[src/core/rpss_map.vh]
// Register indices, field positions, reset values and phase lengths
// for the reader power and start-up sequencer.
// Assumes inclusion by bare name from the core files only.
`ifndef RPSS_MAP_VH
`define RPSS_MAP_VH

// ----------------------------------------------------------------
// Register indices (byte address is four times the index).
// ----------------------------------------------------------------
`define RPSS_IDX_PAGE      6'h00
`define RPSS_IDX_COMMAND   6'h01
`define RPSS_IDX_CONTROL   6'h09
`define RPSS_IDX_CFG_FIRST 6'h10
`define RPSS_IDX_CFG_LAST  6'h2F
`define RPSS_IDX_STATUS    6'h3E

// ----------------------------------------------------------------
// Control register fields.
// ----------------------------------------------------------------
`define RPSS_CTL_RX_AUTO   3
`define RPSS_CTL_SOFT      4
`define RPSS_CTL_STANDBY   5

// ----------------------------------------------------------------
// Reset values and command codes.
// ----------------------------------------------------------------
`define RPSS_CONTROL_RST   8'h00
`define RPSS_PAGE_RST      8'h00
`define RPSS_CMD_STARTUP   6'h3F
`define RPSS_CMD_IDLE      6'h00
`define RPSS_PAGE_DETECT   8'h80
`define RPSS_PAGE_LINEAR   8'h00

// ----------------------------------------------------------------
// Phase lengths in clock cycles; standby exit length in crystal rising edges.
// ----------------------------------------------------------------
`define RPSS_RESET_CYCLES  10'd512
`define RPSS_INIT_CYCLES   10'd128
`define RPSS_SOFT_EXIT     10'd512
`define RPSS_STBY_EDGES    3'd4

`endif

[src/core/rpss_sync2.v]
// Two-flop synchroniser, one chain per bit.
// Assumes d_i comes from outside the clock domain.
`timescale 1ns/100ps
`default_nettype none

module rpss_sync2 #(
	parameter W = 1
) (
	input  wire         clk_i,
	input  wire         rst_n_i,
	input  wire         ce_i,
	input  wire [W-1:0] d_i,
	output wire [W-1:0] q_o
);

	// ----------------------------------------------------------------
	// Synchroniser chains.
	// ----------------------------------------------------------------
	genvar g;
	generate
		for (g = 0; g < W; g = g + 1) begin : chain
			reg meta_reg;   // First stage, read only by the second.
			reg stable_reg; // Second stage, safe for logic.
			// Both stages freeze with the clock enable.
			always @(posedge clk_i or negedge rst_n_i) begin
				if (!rst_n_i) begin
					meta_reg   <= 1'b0;
					stable_reg <= 1'b0;
				end else if (ce_i) begin
					meta_reg   <= d_i[g];
					stable_reg <= meta_reg;
				end
			end
			assign q_o[g] = stable_reg;
		end
	endgenerate

endmodule

`default_nettype wire

[src/core/rpss_cfg_store.v]
// Configuration register array for subaddresses 10h to 2Fh.
// Assumes one writer at a time, chosen by the sequencer.
`timescale 1ns/100ps
`default_nettype none

module rpss_cfg_store (
	input  wire       clk_i,
	input  wire       ce_i,
	input  wire       we_i,
	input  wire [4:0] waddr_i,
	input  wire [7:0] wdata_i,
	input  wire [4:0] raddr_i,
	output wire [7:0] rdata_o
);

	// ----------------------------------------------------------------
	// Storage.
	// ----------------------------------------------------------------
	reg [7:0] mem_reg [0:31]; // Not reset; the start-up copy fills it.

	// Single write port, frozen with the clock enable.
	always @(posedge clk_i) begin
		if (ce_i && we_i) begin
			mem_reg[waddr_i] <= wdata_i;
		end
	end

	assign rdata_o = mem_reg[raddr_i];

endmodule

`default_nettype wire

[src/core/rpss_sequencer.v]
// Power-mode and start-up sequencer with an APB register slave.
// Assumes a 100 MHz clock, external pins and supply detectors that
// are asynchronous, and functional output levels from same-clock logic.
//
// Decided for this implementation: the APB interface to the registers and the address map.
`timescale 1ns/100ps
`default_nettype none
`include "rpss_map.vh"

module rpss_sequencer (
	// Clock, reset and enable.
	input  wire        SYS_CLK_I,
	input  wire        RST_N_I,
	input  wire        CLK_EN_I,
	// APB slave.
	input  wire        PSEL_I,
	input  wire        PENABLE_I,
	input  wire        PWRITE_I,
	input  wire [9:0]  PADDR_I,
	input  wire [31:0] PWDATA_I,
	output wire [31:0] PRDATA_O,
	output wire        PREADY_O,
	output wire        PSLVERR_O,
	// Asynchronous pins and supply detectors.
	input  wire        RESET_SOFT_SLEEP_BIT_PIN_I,
	input  wire        POR_DIGITAL_I,
	input  wire        POR_ANALOG_I,
	input  wire        OSC_STABLE_I,
	input  wire        CRYSTAL_INPUT_PIN_I,
	// Same-clock functional levels and nonvolatile data.
	input  wire        RX_IN_USE_I,
	input  wire        DRIVE_A_I,
	input  wire        DRIVE_B_I,
	input  wire        SIG_MON_I,
	input  wire        IRQ_I,
	input  wire        TEST_MON_I,
	input  wire [7:0]  NV_DATA_I,
	// Pins.
	output wire        ANTENNA_DRIVE_A_O,
	output wire        ANTENNA_DRIVE_B_O,
	output wire        SIGNAL_MONITOR_OUTPUT_O,
	output wire        CRYSTAL_OUTPUT_PIN_O,
	output wire        IRQ_O,
	output wire        IRQ_OE_O,
	output wire        TEST_MONITOR_OUTPUT_O,
	output wire        TEST_MONITOR_OE_O,
	// Power controls and nonvolatile address.
	output wire        CURRENT_SINK_EN_O,
	output wire        OSC_EN_O,
	output wire        OSC_BUF_EN_O,
	output wire        DIG_CLK_EN_O,
	output wire        INPUT_ISOLATE_O,
	output wire        RX_POWER_O,
	output wire [7:0]  NV_ADDR_O
);

	// ----------------------------------------------------------------
	// Phase and detection state codes.
	// ----------------------------------------------------------------
	localparam [2:0] PH_HARD  = 3'h0; // Hard power-down.
	localparam [2:0] PH_OSC   = 3'h1; // Waiting for a stable oscillator.
	localparam [2:0] PH_RESET = 3'h2; // Loading reset values.
	localparam [2:0] PH_INIT  = 3'h3; // Copying configuration.
	localparam [2:0] PH_RUN   = 3'h4; // Idle, under host control.

	localparam [1:0] DET_WAIT = 2'h0; // Waiting for page 80h.
	localparam [1:0] DET_PAGE = 2'h1; // Waiting for command read.
	localparam [1:0] DET_READ = 2'h2; // Waiting for page 00h.
	localparam [1:0] DET_DONE = 2'h3; // Interface detected.

	// ----------------------------------------------------------------
	// Declarations.
	// ----------------------------------------------------------------
	wire [4:0] sync_q;          // Synchronised pins and detectors.
	wire       pin_pd;          // Power-down pin, synchronised.
	wire       osc_ok;          // Oscillator stable, synchronised.
	wire       xtal;            // Crystal input level, synchronised.
	wire       hard_pd;         // Any hard power-down cause.
	reg  [2:0] phase_reg;       // Start-up phase.
	reg  [2:0] phase_next;
	reg  [9:0] cnt_reg;         // Phase cycle counter.
	reg  [9:0] cnt_next;
	reg  [7:0] page_reg;        // Page register.
	reg        rx_auto_reg;     // Receiver auto sleep enable.
	reg        soft_reg;        // Soft sleep bit, also mode flag.
	reg        soft_exit_reg;   // Soft exit countdown running.
	reg  [9:0] soft_cnt_reg;    // Soft exit cycle count.
	reg        stby_reg;        // Standby bit, also mode flag.
	reg        stby_exit_reg;   // Standby exit running.
	reg  [2:0] stby_cnt_reg;    // Crystal edges seen during exit.
	reg        xtal_d_reg;      // Crystal level one cycle ago.
	reg  [1:0] det_reg;         // Interface detection state.
	reg        pready_reg;      // APB ready.
	reg        pslverr_reg;     // APB error.
	reg [31:0] prdata_reg;      // APB read data.
	reg  [7:0] rd_byte;         // Read mux result.
	reg        rd_hit;          // Address is mapped.
	reg        drv_a_reg;       // Pin output registers.
	reg        drv_b_reg;
	reg        sig_reg;
	reg        xout_reg;
	reg        irq_reg;
	reg        irq_oe_reg;
	reg        tmon_reg;
	reg        tmon_oe_reg;
	reg        sink_reg;        // Power control registers.
	reg        osc_en_reg;
	reg        osc_buf_reg;
	reg        dclk_reg;
	reg        iso_reg;
	reg        rx_pwr_reg;
	reg  [7:0] nv_addr_reg;
	wire [5:0] idx;             // Register index from the address.
	wire       setup;           // APB setup cycle.
	wire       access;          // APB access completing now.
	wire       wr_ok;           // Write allowed to act.
	wire [5:0] cmd_val;         // Command register value.
	wire       is_cfg;          // Index lies in the array.
	wire       cp_we;           // Start-up copy write.
	wire       cfg_we;
	wire [4:0] cfg_waddr;
	wire [7:0] cfg_wdata;
	wire [7:0] cfg_rdata;
	wire       frozen;          // Pin outputs hold their state.

	// ----------------------------------------------------------------
	// Input synchronisation.
	// ----------------------------------------------------------------
	// Every asynchronous input passes two flops before use.
	rpss_sync2 #(
		.W (5)
	) u_sync (
		.clk_i   (SYS_CLK_I),
		.rst_n_i (RST_N_I),
		.ce_i    (CLK_EN_I),
		.d_i     ({CRYSTAL_INPUT_PIN_I, OSC_STABLE_I, POR_ANALOG_I,
		            POR_DIGITAL_I, RESET_SOFT_SLEEP_BIT_PIN_I}),
		.q_o     (sync_q)
	);

	assign pin_pd  = sync_q[0];
	assign osc_ok  = sync_q[3];
	assign xtal    = sync_q[4];
	assign hard_pd = pin_pd | sync_q[1] | sync_q[2];

	// ----------------------------------------------------------------
	// Start-up phase machine.
	// ----------------------------------------------------------------
	// A pulse on the pin that the synchroniser misses cannot start a
	// new reset; the host keeps it long enough.
	always @* begin
		phase_next = phase_reg;
		cnt_next   = cnt_reg;
		case (phase_reg)
			PH_HARD: begin
				cnt_next = 10'h000;
				if (!hard_pd) begin
					phase_next = PH_OSC;
				end
			end
			PH_OSC: begin
				if (osc_ok) begin
					phase_next = PH_RESET;
				end
			end
			PH_RESET: begin
				if (cnt_reg == `RPSS_RESET_CYCLES - 10'd1) begin
					phase_next = PH_INIT;
					cnt_next   = 10'h000;
				end else begin
					cnt_next = cnt_reg + 10'd1;
				end
			end
			PH_INIT: begin
				if (cnt_reg == `RPSS_INIT_CYCLES - 10'd1) begin
					phase_next = PH_RUN;
					cnt_next   = 10'h000;
				end else begin
					cnt_next = cnt_reg + 10'd1;
				end
			end
			PH_RUN: begin
				phase_next = PH_RUN;
			end
			default: begin
				phase_next = PH_HARD;
				cnt_next   = 10'h000;
			end
		endcase
		// Hard power-down overrides every phase.
		if (hard_pd) begin
			phase_next = PH_HARD;
			cnt_next   = 10'h000;
		end
	end

	// Phase registers.
	always @(posedge SYS_CLK_I or negedge RST_N_I) begin
		if (!RST_N_I) begin
			phase_reg <= PH_HARD;
			cnt_reg   <= 10'h000;
		end else if (CLK_EN_I) begin
			phase_reg <= phase_next;
			cnt_reg   <= cnt_next;
		end
	end

	// ----------------------------------------------------------------
	// Configuration copy.
	// ----------------------------------------------------------------
	// One byte every four cycles fills 32 bytes in 128 cycles; the
	// address is set three cycles before the byte is taken.
	assign cp_we     = (phase_reg == PH_INIT) && (cnt_reg[1:0] == 2'h3);
	assign is_cfg    = (idx >= `RPSS_IDX_CFG_FIRST) && (idx <= `RPSS_IDX_CFG_LAST);
	assign cfg_we    = cp_we | (wr_ok & is_cfg);
	// Copy slot k lands at subaddress 10h + k, which is the entry that a
	// host read of that subaddress selects through idx[4:0].
	assign cfg_waddr = cp_we ? (cnt_reg[6:2] ^ 5'h10) : idx[4:0];
	assign cfg_wdata = cp_we ? NV_DATA_I : PWDATA_I[7:0];

	rpss_cfg_store u_cfg (
		.clk_i   (SYS_CLK_I),
		.ce_i    (CLK_EN_I),
		.we_i    (cfg_we),
		.waddr_i (cfg_waddr),
		.wdata_i (cfg_wdata),
		.raddr_i (idx[4:0]),
		.rdata_o (cfg_rdata)
	);

	// Nonvolatile address follows the copy position.
	always @(posedge SYS_CLK_I or negedge RST_N_I) begin
		if (!RST_N_I) begin
			nv_addr_reg <= 8'h10;
		end else if (CLK_EN_I) begin
			nv_addr_reg <= {3'h0, cnt_reg[6:2]} + 8'h10;
		end
	end

	// ----------------------------------------------------------------
	// APB decode.
	// ----------------------------------------------------------------
	assign idx    = PADDR_I[7:2];
	assign setup  = PSEL_I & ~PENABLE_I;
	assign access = PSEL_I & PENABLE_I & pready_reg;
	// Before idle no register may change, the page register included.
	assign wr_ok  = access & PWRITE_I & (phase_reg == PH_RUN);
	assign cmd_val = ((phase_reg == PH_RESET) || (phase_reg == PH_INIT)) ?
	                 `RPSS_CMD_STARTUP : `RPSS_CMD_IDLE;

	// Read mux, unmapped indices flag an error.
	always @* begin
		rd_byte = 8'h00;
		rd_hit  = 1'b1;
		if (is_cfg) begin
			rd_byte = cfg_rdata;
		end else begin
			case (idx)
				`RPSS_IDX_PAGE:    rd_byte = page_reg;
				`RPSS_IDX_COMMAND: rd_byte = {2'h0, cmd_val};
				`RPSS_IDX_CONTROL: rd_byte = {2'h0, stby_reg, soft_reg,
				                              rx_auto_reg, 3'h0};
				`RPSS_IDX_STATUS:  rd_byte = {det_reg, stby_exit_reg,
				                              soft_exit_reg, 1'b0, phase_reg};
				default:           rd_hit  = 1'b0;
			endcase
		end
	end

	// Zero wait states: answer is ready in the access cycle. Inputs
	// are isolated in hard power-down, so reads then return zero.
	always @(posedge SYS_CLK_I or negedge RST_N_I) begin
		if (!RST_N_I) begin
			pready_reg  <= 1'b0;
			pslverr_reg <= 1'b0;
			prdata_reg  <= 32'h00000000;
		end else if (CLK_EN_I) begin
			pready_reg  <= setup;
			pslverr_reg <= setup & ~rd_hit;
			if (setup && !PWRITE_I && phase_reg != PH_HARD) begin
				prdata_reg <= {24'h000000, rd_byte};
			end else if (setup) begin
				prdata_reg <= 32'h00000000;
			end
		end
	end

	// ----------------------------------------------------------------
	// Page register and interface detection.
	// ----------------------------------------------------------------
	// Page writes are allowed only in the idle phase, which is also
	// where the detection sequence uses them.
	always @(posedge SYS_CLK_I or negedge RST_N_I) begin
		if (!RST_N_I) begin
			page_reg <= `RPSS_PAGE_RST;
			det_reg  <= DET_WAIT;
		end else if (CLK_EN_I) begin
			if (phase_reg != PH_RUN) begin
				page_reg <= `RPSS_PAGE_RST;
				det_reg  <= DET_WAIT;
			end else if (access && idx == `RPSS_IDX_PAGE && PWRITE_I) begin
				page_reg <= PWDATA_I[7:0];
				case (det_reg)
					DET_WAIT: begin
						if (PWDATA_I[7:0] == `RPSS_PAGE_DETECT) begin
							det_reg <= DET_PAGE;
						end
					end
					DET_READ: begin
						if (PWDATA_I[7:0] == `RPSS_PAGE_LINEAR) begin
							det_reg <= DET_DONE;
						end
					end
					default: begin
						det_reg <= det_reg;
					end
				endcase
			end else if (access && idx == `RPSS_IDX_COMMAND && !PWRITE_I &&
			             det_reg == DET_PAGE) begin
				det_reg <= DET_READ;
			end
		end
	end

	// ----------------------------------------------------------------
	// Control register with soft sleep and standby exits.
	// ----------------------------------------------------------------
	// Both mode bits stay set until the exit finishes, so software can
	// poll them instead of timing the wake-up itself.
	always @(posedge SYS_CLK_I or negedge RST_N_I) begin
		if (!RST_N_I) begin
			rx_auto_reg   <= 1'b0; // Control reset value has this bit clear.
			soft_reg      <= 1'b0;
			soft_exit_reg <= 1'b0;
			soft_cnt_reg  <= 10'h000;
			stby_reg      <= 1'b0;
			stby_exit_reg <= 1'b0;
			stby_cnt_reg  <= 3'h0;
			xtal_d_reg    <= 1'b0;
		end else if (CLK_EN_I) begin
			xtal_d_reg <= xtal;
			if (phase_reg != PH_RUN) begin
				rx_auto_reg   <= 1'b0;
				soft_reg      <= 1'b0;
				soft_exit_reg <= 1'b0;
				stby_reg      <= 1'b0;
				stby_exit_reg <= 1'b0;
			end else begin
				if (wr_ok && idx == `RPSS_IDX_CONTROL) begin
					rx_auto_reg <= PWDATA_I[`RPSS_CTL_RX_AUTO];
					if (PWDATA_I[`RPSS_CTL_SOFT]) begin
						soft_reg      <= 1'b1;
						soft_exit_reg <= 1'b0;
					end else if (soft_reg && !soft_exit_reg) begin
						soft_exit_reg <= 1'b1;
						soft_cnt_reg  <= 10'h000;
					end
					if (PWDATA_I[`RPSS_CTL_STANDBY]) begin
						stby_reg      <= 1'b1;
						stby_exit_reg <= 1'b0;
					end else if (stby_reg && !stby_exit_reg) begin
						stby_exit_reg <= 1'b1;
						stby_cnt_reg  <= 3'h0;
					end
				end else begin
					// Soft exit: count cycles, then clear the bit.
					if (soft_exit_reg) begin
						if (soft_cnt_reg == `RPSS_SOFT_EXIT - 10'd1) begin
							soft_reg      <= 1'b0;
							soft_exit_reg <= 1'b0;
						end else begin
							soft_cnt_reg <= soft_cnt_reg + 10'd1;
						end
					end
					// Standby exit: count crystal rising edges.
					if (stby_exit_reg && xtal && !xtal_d_reg) begin
						if (stby_cnt_reg == `RPSS_STBY_EDGES - 3'd1) begin
							stby_reg      <= 1'b0;
							stby_exit_reg <= 1'b0;
						end else begin
							stby_cnt_reg <= stby_cnt_reg + 3'd1;
						end
					end
				end
			end
		end
	end

	// ----------------------------------------------------------------
	// Pin levels and power controls.
	// ----------------------------------------------------------------
	assign frozen = soft_reg | stby_reg;

	// Hard power-down forces fixed levels; low-power modes hold the
	// last levels, since outputs must not glitch while asleep.
	always @(posedge SYS_CLK_I or negedge RST_N_I) begin
		if (!RST_N_I) begin
			drv_a_reg   <= 1'b1;
			drv_b_reg   <= 1'b0;
			sig_reg     <= 1'b0;
			xout_reg    <= 1'b1;
			irq_reg     <= 1'b0;
			irq_oe_reg  <= 1'b0;
			tmon_reg    <= 1'b0;
			tmon_oe_reg <= 1'b0;
			sink_reg    <= 1'b0;
			osc_en_reg  <= 1'b0;
			osc_buf_reg <= 1'b0;
			dclk_reg    <= 1'b0;
			iso_reg     <= 1'b1;
			rx_pwr_reg  <= 1'b0;
		end else if (CLK_EN_I) begin
			if (phase_reg == PH_HARD) begin
				drv_a_reg   <= 1'b1;
				drv_b_reg   <= 1'b0;
				sig_reg     <= 1'b0;
				xout_reg    <= 1'b1;
				irq_oe_reg  <= 1'b0;
				tmon_oe_reg <= 1'b0;
			end else if (!frozen) begin
				drv_a_reg   <= DRIVE_A_I;
				drv_b_reg   <= DRIVE_B_I;
				sig_reg     <= SIG_MON_I;
				xout_reg    <= ~xtal;
				irq_reg     <= IRQ_I;
				irq_oe_reg  <= 1'b1;
				tmon_reg    <= TEST_MON_I;
				tmon_oe_reg <= 1'b1;
			end
			sink_reg    <= (phase_reg != PH_HARD) & ~frozen;
			osc_en_reg  <= (phase_reg != PH_HARD);
			osc_buf_reg <= (phase_reg != PH_HARD) & ~soft_reg;
			dclk_reg    <= (phase_reg != PH_HARD) & ~stby_reg;
			iso_reg     <= (phase_reg == PH_HARD);
			rx_pwr_reg  <= (phase_reg == PH_RUN) & ~frozen &
			               (~rx_auto_reg | RX_IN_USE_I);
		end
	end

	// ----------------------------------------------------------------
	// Output assignments.
	// ----------------------------------------------------------------
	assign PRDATA_O                = prdata_reg;
	assign PREADY_O                = pready_reg;
	assign PSLVERR_O               = pslverr_reg;
	assign ANTENNA_DRIVE_A_O       = drv_a_reg;
	assign ANTENNA_DRIVE_B_O       = drv_b_reg;
	assign SIGNAL_MONITOR_OUTPUT_O = sig_reg;
	assign CRYSTAL_OUTPUT_PIN_O    = xout_reg;
	assign IRQ_O                   = irq_reg;
	assign IRQ_OE_O                = irq_oe_reg;
	assign TEST_MONITOR_OUTPUT_O   = tmon_reg;
	assign TEST_MONITOR_OE_O       = tmon_oe_reg;
	assign CURRENT_SINK_EN_O       = sink_reg;
	assign OSC_EN_O                = osc_en_reg;
	assign OSC_BUF_EN_O            = osc_buf_reg;
	assign DIG_CLK_EN_O            = dclk_reg;
	assign INPUT_ISOLATE_O         = iso_reg;
	assign RX_POWER_O              = rx_pwr_reg;
	assign NV_ADDR_O               = nv_addr_reg;

endmodule

`default_nettype wire

[config.mk]
export PLATFORM = sky130hd
export DESIGN_NAME = rpss_sequencer
export DESIGN_NICKNAME = d
export VERILOG_FILES = /design/src/core/rpss_sync2.v /design/src/core/rpss_cfg_store.v /design/src/core/rpss_sequencer.v
export VERILOG_INCLUDE_DIRS = /design/src /design/src/core
export SDC_FILE = /design/constraint.sdc
export NUM_CORES = 1
export LEC_CHECK = 0
export BUFFER_PORTS_ARGS = -buffer_cell sky130_fd_sc_hd__buf_4
export CELL_PAD_IN_SITES_DETAIL_PLACEMENT = 1
export CELL_PAD_IN_SITES_GLOBAL_PLACEMENT = 1
export CORE_ASPECT_RATIO = 0.75
export CORE_UTILIZATION = 54
export CTS_BUF_LIST = sky130_fd_sc_hd__clkbuf_16
export CTS_CLUSTER_SIZE = 14
export DETAILED_ROUTE_END_ITERATION = 10
export HOLD_SLACK_MARGIN = 0.05
export PLACE_DENSITY_LB_ADDON = 0.1
export RECOVER_POWER = 100
export SYNTH_ARGS = -nofsm -noshare
export SYNTH_HDL_FRONTEND = slang
export SYNTH_SLANG_ARGS = --single-unit
export TNS_END_PERCENT = 5
[constraint.sdc]
create_clock -name SYS_CLK_I -period 4.11 [get_ports SYS_CLK_I]
set_input_delay 0.822 -clock SYS_CLK_I [delete_from_list [all_inputs] [get_ports SYS_CLK_I]]
set_output_delay 0.822 -clock SYS_CLK_I [all_outputs]
set_load 0.01 [all_outputs]
# Yosys cells after proc, flatten, opt, wreduce, memory -nomap -nowiden
# Memories as Yosys holds them, arrays and structs flattened.
# Index checks and enable logic that the tools add are counted.
# totals
ff_bits	107
ramBits	256
input_bits	67
output_inout_bits	56
elab_cells	228
memories	1
# op_classes
n_addsub	4
n_lt_le_gt_ge	2
n_eq_ne	34
mux	70
bitwise_logic	27
reduce_logical	51
# memory_table
memory	words	width	read_ports	rd_clocked_by_memory_dff	wr	line	text
u_cfg.mem_reg	32	8	1	0	1	rpss_cfg_store.v:19	reg [7:0] mem_reg [0:31];
# ops
op	count
two-way mux 10 bit	8
two-way mux 32 bit	2
two-way mux 1 bit	36
two-way mux 8 bit	4
one-hot mux 8 bit (4 select lines)	1
one-hot mux 10 bit (3 select lines)	1
two-way mux 3 bit	9
adder 10 x 1 -> 10 bit, second input constant	2
equality test 10 x 9 -> 1 bit, second input constant	2
nonzero test 3 bit	6
AND reduction 4 bit	4
logical AND 1 bit	15
inequality test 3 bit, second input constant	5
one-hot mux 3 bit (5 select lines)	1
bitwise AND 1 bit	12
AND reduction 2 bit	6
AND reduction 6 bit	2
equality test 10 x 7 -> 1 bit, second input constant	1
two-way mux 2 bit	5
inverter 1 bit	10
nonzero test 2 bit	5
equality test 3 x 2 -> 1 bit, second input constant	3
equality test 8 bit, second input constant	1
logical NOT 8 bit	1
30 further kinds	46

# Depth between registers and ports, before layout
# logic_depth
ltp_word	9
ltp_mapped	9
mapped_depth_nobuf	7

# Hierarchy
# From an unflattened synthesis, not the netlist that was laid out.
# unflattened
cells_unflattened	849
hier_area_um2	14298.7
# by_module_without_submodules
mod	n_inst	cells_per_inst	area_per_inst_um2	seq_area_each_um2
rpss_cfg_store	1	410	9898.2	7687.4
rpss_sequencer	1	413	3951.3	1781.7
rpss_sync2	1	26	449.2	250.2

# Least setup slack after synthesis
# No wires, ideal clock.
# synth_timing
path_type	input port to flip-flop
from	input port PADDR_I[3]
to	memory u_cfg.mem_reg[11][0] (enable)
setup_time_ps	370
arrival_ps	2875
required_time_ps	3740
slack_ps	865
cell_stages	8
path_buffers	4
path_cell_list	clkbuf_1 > buf_1 > buf_2 > buf_2 > mux2i_1 > nor2_1 > nand2_1 > nor2_1
# synth_via
elab_chain_cells	7
word_cells_on_any_way	9
classes_between	order compare (2); mux (3); bitwise (2); reduce/logical (2)
# synth_lines
element	line	text
start: declaration	rpss_sequencer.v:19	input wire [9:0] PADDR_I,
greater-or-equal comparator 6 x 5 -> 1 bit (no source line) / less-or-equal comparator 6 bit (equally long branches)	-	
logical AND 1 bit	rpss_sequencer.v:214	assign is_cfg = (idx >= `RPSS_IDX_CFG_FIRST) && (idx <= `RPSS_IDX_CFG_LAST);
bitwise AND 1 bit	rpss_sequencer.v:215	assign cfg_we = cp_we | (wr_ok & is_cfg);
OR 1 bit	rpss_sequencer.v:215	
logical AND 1 bit	rpss_cfg_store.v:23	if (ce_i && we_i) begin
two-way mux 1 bit	rpss_cfg_store.v:23	
two-way mux 1 bit (not written as such)	rpss_cfg_store.v:24	mem_reg[waddr_i] <= wdata_i;
end: declaration	rpss_cfg_store.v:19	
# Parallel ways exist; a longest one is shown, timed or not.

# Worst setup path after layout
# layout_timing
from	register cnt_reg[0]
to	memory u_cfg.mem_reg[20][2] (enable)
# layout_via
elab_chain_cells	6
word_cells_on_any_way	7
classes_between	eq/ne (1); mux (3); bitwise (1); reduce/logical (2)
# layout_lines
element	line	text
start: declaration	rpss_sequencer.v:81	reg [9:0] cnt_reg;
start signal: assignment	rpss_sequencer.v:204	cnt_reg <= cnt_next;
equality test 2 bit *	rpss_sequencer.v:213	assign cp_we = (phase_reg == PH_INIT) && (cnt_reg[1:0] == 2'h3);
logical AND 1 bit *	rpss_sequencer.v:213	
OR 1 bit	rpss_sequencer.v:215	
logical AND 1 bit	rpss_cfg_store.v:23	
two-way mux 1 bit	rpss_cfg_store.v:23	
two-way mux 1 bit (not written as such)	rpss_cfg_store.v:24	
# Every way passes the cells marked *; elsewhere a longest branch is shown, timed or not.

==> results.yml <==
setup_path:
  crit_family: "simple AND/OR/NAND/NOR gates"
  cp.required_ps: 4290
  cp.arrival_ps: 3840
  r2r-end: "u_cfg.mem_reg[20][2]"
  crit_chain: "ha_1 > nand4b_1 > mux2i_1 > nand3_1 > nor2_1 > clkbuf_1"
  critPathKind: "reg -> reg"
  crit_slowest_cell: "nor2_1"
  rr_worst_depth: 6
  cp.depth: 6
  crit_path_start_kind: "flop"
  crit_fanout: 15
  r2r_start: "cnt_reg[0]"
  end_kind: "flop"
  path_buf_inv: 1
  reg2reg_slack_ps: 440
  critPathMaxStageDelay_ps: 610
min_path:
  hold_path_class: "reg -> reg"
  whs_path_depth: 1
  hold_path_end: "CURRENT_SINK_EN_O"
  hold_start: "CURRENT_SINK_EN_O"
drt:
  ant_nets: 0
  drt-wirelength-per-cell_um: 28.01
  num_vias: 9165
  dr.pass1.iters: 5
  wl_um: 39780
  drtIter0Drc: 880
  drc_errors: 0
  vias_per_cell: 6.454
power_and_ir_drop:
  power_density_nw_per_um2: 436.7
  leakage_nw: 5.808
  irDropWorstVdd_uv: 309.9
global_routing:
  use_met2_pct: 45.36
  grt_use_total_pct: 29.68
  antenna_found_initial: 0
  grt_max_degree: 67
  grtUsageMet3_pct: 5.519
  grt_pass1_vias: 9320
  use_met1_pct: 43.40
  grt_pass1_wl_um: 59020
  grt_overflow: 0
  grt_busiest_layer: "met2"
synthesis:
  synth_top_flop_cell: "edfxtp_1"
  synth_top_area_share_pct: 53.32
  ys_warn_count: 0
  yosysTopAreaCell: "edfxtp_1"
  ys_seq_elements: 337
  yosysUniqueCellTypes: 68
  syn_inst: 940
  synth_edf_count: 256
  ys_top_cells_by_area: "edfxtp_1 (53%), dfrtp_1 (13%), mux4_2 (9.1%)"
  syn_area_sq_um: 14420
  avgSynthCellArea_sq_um: 15.34
  async_flop_share_pct: 24.04
  yosysSeqAreaShare_pct: 67.41
die:
  fp.dieW_um: 190.7
  initial_core_util_pct: 55.24
  num_rows: 51
  die-area_sq_um: 27360
  ioPinCount: 123
  coreArea_sq_um: 26100
  die_h_um: 143.5
clocking:
  clock_sinks: 337
  cts_hold_buf: 0
  cts_tree: "done"
  root_buffer: "clkbuf_16"
  post_cts_resized: 0
  htreeDepth: 2
  clk_latency_ps: 520
  clockBufferDepth: 3
  cts_buffers: 34
  post_cts_buffers: 0
  clk_pin_slew_ps: 70
placement:
  hpwl_um: 26240
  routabilityCongestion: 0.8321
  post-place-ws_ps: 790.2
  io_buffers: 68
  placedCellCount: 1362
layout:
  areaGrowthSynthToFinish_pct: 12.71
  largest_register_ffs: 256
  postLayoutCoreUtil_pct: 62.27
  finalNonFillerCells: 1420
  diodes: 0
  nets: 1127
  drive_above_1_share_pct: 17.38
  nFillCells: 2445
sta:
  max_freq_ghz: 0.2727
  fin_hold_ws_ps: 484.5
  clock_skew_ps: 11.60
  fin_tns_setup_ps: 0
  rsz0062_at_grt: "false"
  drv_slew: 231
  relSlewSlack_pct: -14.28
  finalSetupViolations: 0
  final-hold-violation-count: 0
  finalCritPeriodShare_pct: 89.22
  finalCriticalPeriod_ps: 3667
  setup_slack_ps: 442.9
  worstMarginPinSlew_ps: 1714
outcome:
  violations: "capacitance limit, slew limit"
  status: "complete, but fails checks"
run:
  maxCapViolations: 6
==> cells in the mapped netlist (all sizes together) (4+ instances only) <==
library cell  count
mux4             58
a32o              7
nor4             12
mux2             28
dfrtp            77
a221o             5
ha                6
o31ai             7
and3              8
nand4             8
nor2b             7
a22o             22
clkbuf           33
a22oi             5
o21ai            26
xor2              4
nor3             20
nand2            67
mux2i            21
o22a              5
inv              16
edfxtp          256
nand3            20
and2              4
nand2b            8
nand3b            5
dfstp             4
a21oi            21
buf              43
a31oi            11
or4               5
nor2             63
==> how the worst max path moves through the flow <==
stage,start,end,slack [ps]
6_report,cnt_reg[0],u_cfg.mem_reg[20][2],440
5_1_grt,cnt_reg[0],u_cfg.mem_reg[20][2],350
4_1_cts,cnt_reg[0],u_cfg.mem_reg[16][7],730
3_5_place_dp,PADDR_I[2],stby_cnt_reg[0],790
3_3_place_gp,PADDR_I[2],stby_cnt_reg[0],810
2_1_floorplan,PADDR_I[3],u_cfg.mem_reg[11][0],860
==> cells in the final DEF, fill, tap and decap left out, types with 4 or more instances in the layout <==
cell type and instances:
a32o_1 7, clkinv_2 4, nor2b_1 7, a21oi_1 21, a221o_1 5, ha_1 6, mux4_2 58, and3_1 8
conb_1 26, nand3b_1 5, a22o_1 22, mux2_2 27, o22a_1 5, nor3_1 20, nor2_1 63, a31oi_1 11
clkinv_1 7, or4_1 5, nand2_1 67, edfxtp_1 256, nand2b_1 8, buf_4 52, inv_1 26, nor4_1 12
nand4_1 8, xor2_1 4, clkbuf_16 35, clkbuf_1 73, o21ai_0 26, dfrtp_1 77, o31ai_1 7, a22oi_1 5
nand3_1 20, mux2i_1 21
==> logic make-up after synthesis <==
group / Yosys count / share of synthesized area [%]
other: 1 / 0.02601
AO/OA/AOI/OAI: 145 / 7.351
multiplexers: 107 / 12.70
buffers and inverters: 93 / 3.202
AND/OR/NAND/NOR: 244 / 8.357
flip-flops: 337 / 67.41
adder cells (fa/ha/maj): 6 / 0.5207
XOR/XNOR: 7 / 0.4252
==> cell type report <==
class | instances | area, sq um | area share [%]
Tap cell | 344 | 430.4 | 2.649
Timing Repair Buffer | 129 | 699.4 | 4.304
Clock buffer | 35 | 875.8 | 5.390
Multi-Input combinational cell | 535 | 4319 | 26.58
Sequential cell | 337 | 9719 | 59.81
Inverter | 17 | 63.81 | 0.3927
Clock inverter | 23 | 142.6 | 0.8777
==> through the flow <==
step | area, sq um | power [W]
finish | 16250 | 0.007097
global route | 16250 | 0.007270
CTS | 16550 | 0.007152
detailed placement | 15530 | 0.004307
global placement | 15530 | 0.004287
floorplan | 14510 | 0.004096
==> per-layer routing <==
metal  up-vias  share of wire (%)  routed length, um
met3        68                7.7               3045
met5         -                  0                  0
met4         0                2.5                983
li1       3874                  -                  -
met2       397                 47              18610
met1      4826                 43              17130
==> where the power goes <==
group	internal [W]	switching, W	total [W]	leakage [nW]
registers	0.00371	0.0000346	0.00375	3.37
logic	0.000167	0.000302	0.000469	1.90
clock network	0.00161	0.00127	0.00288	0.538
total	0.00549	0.00161	0.00710	5.81
(Power assumes the default switching activity.)
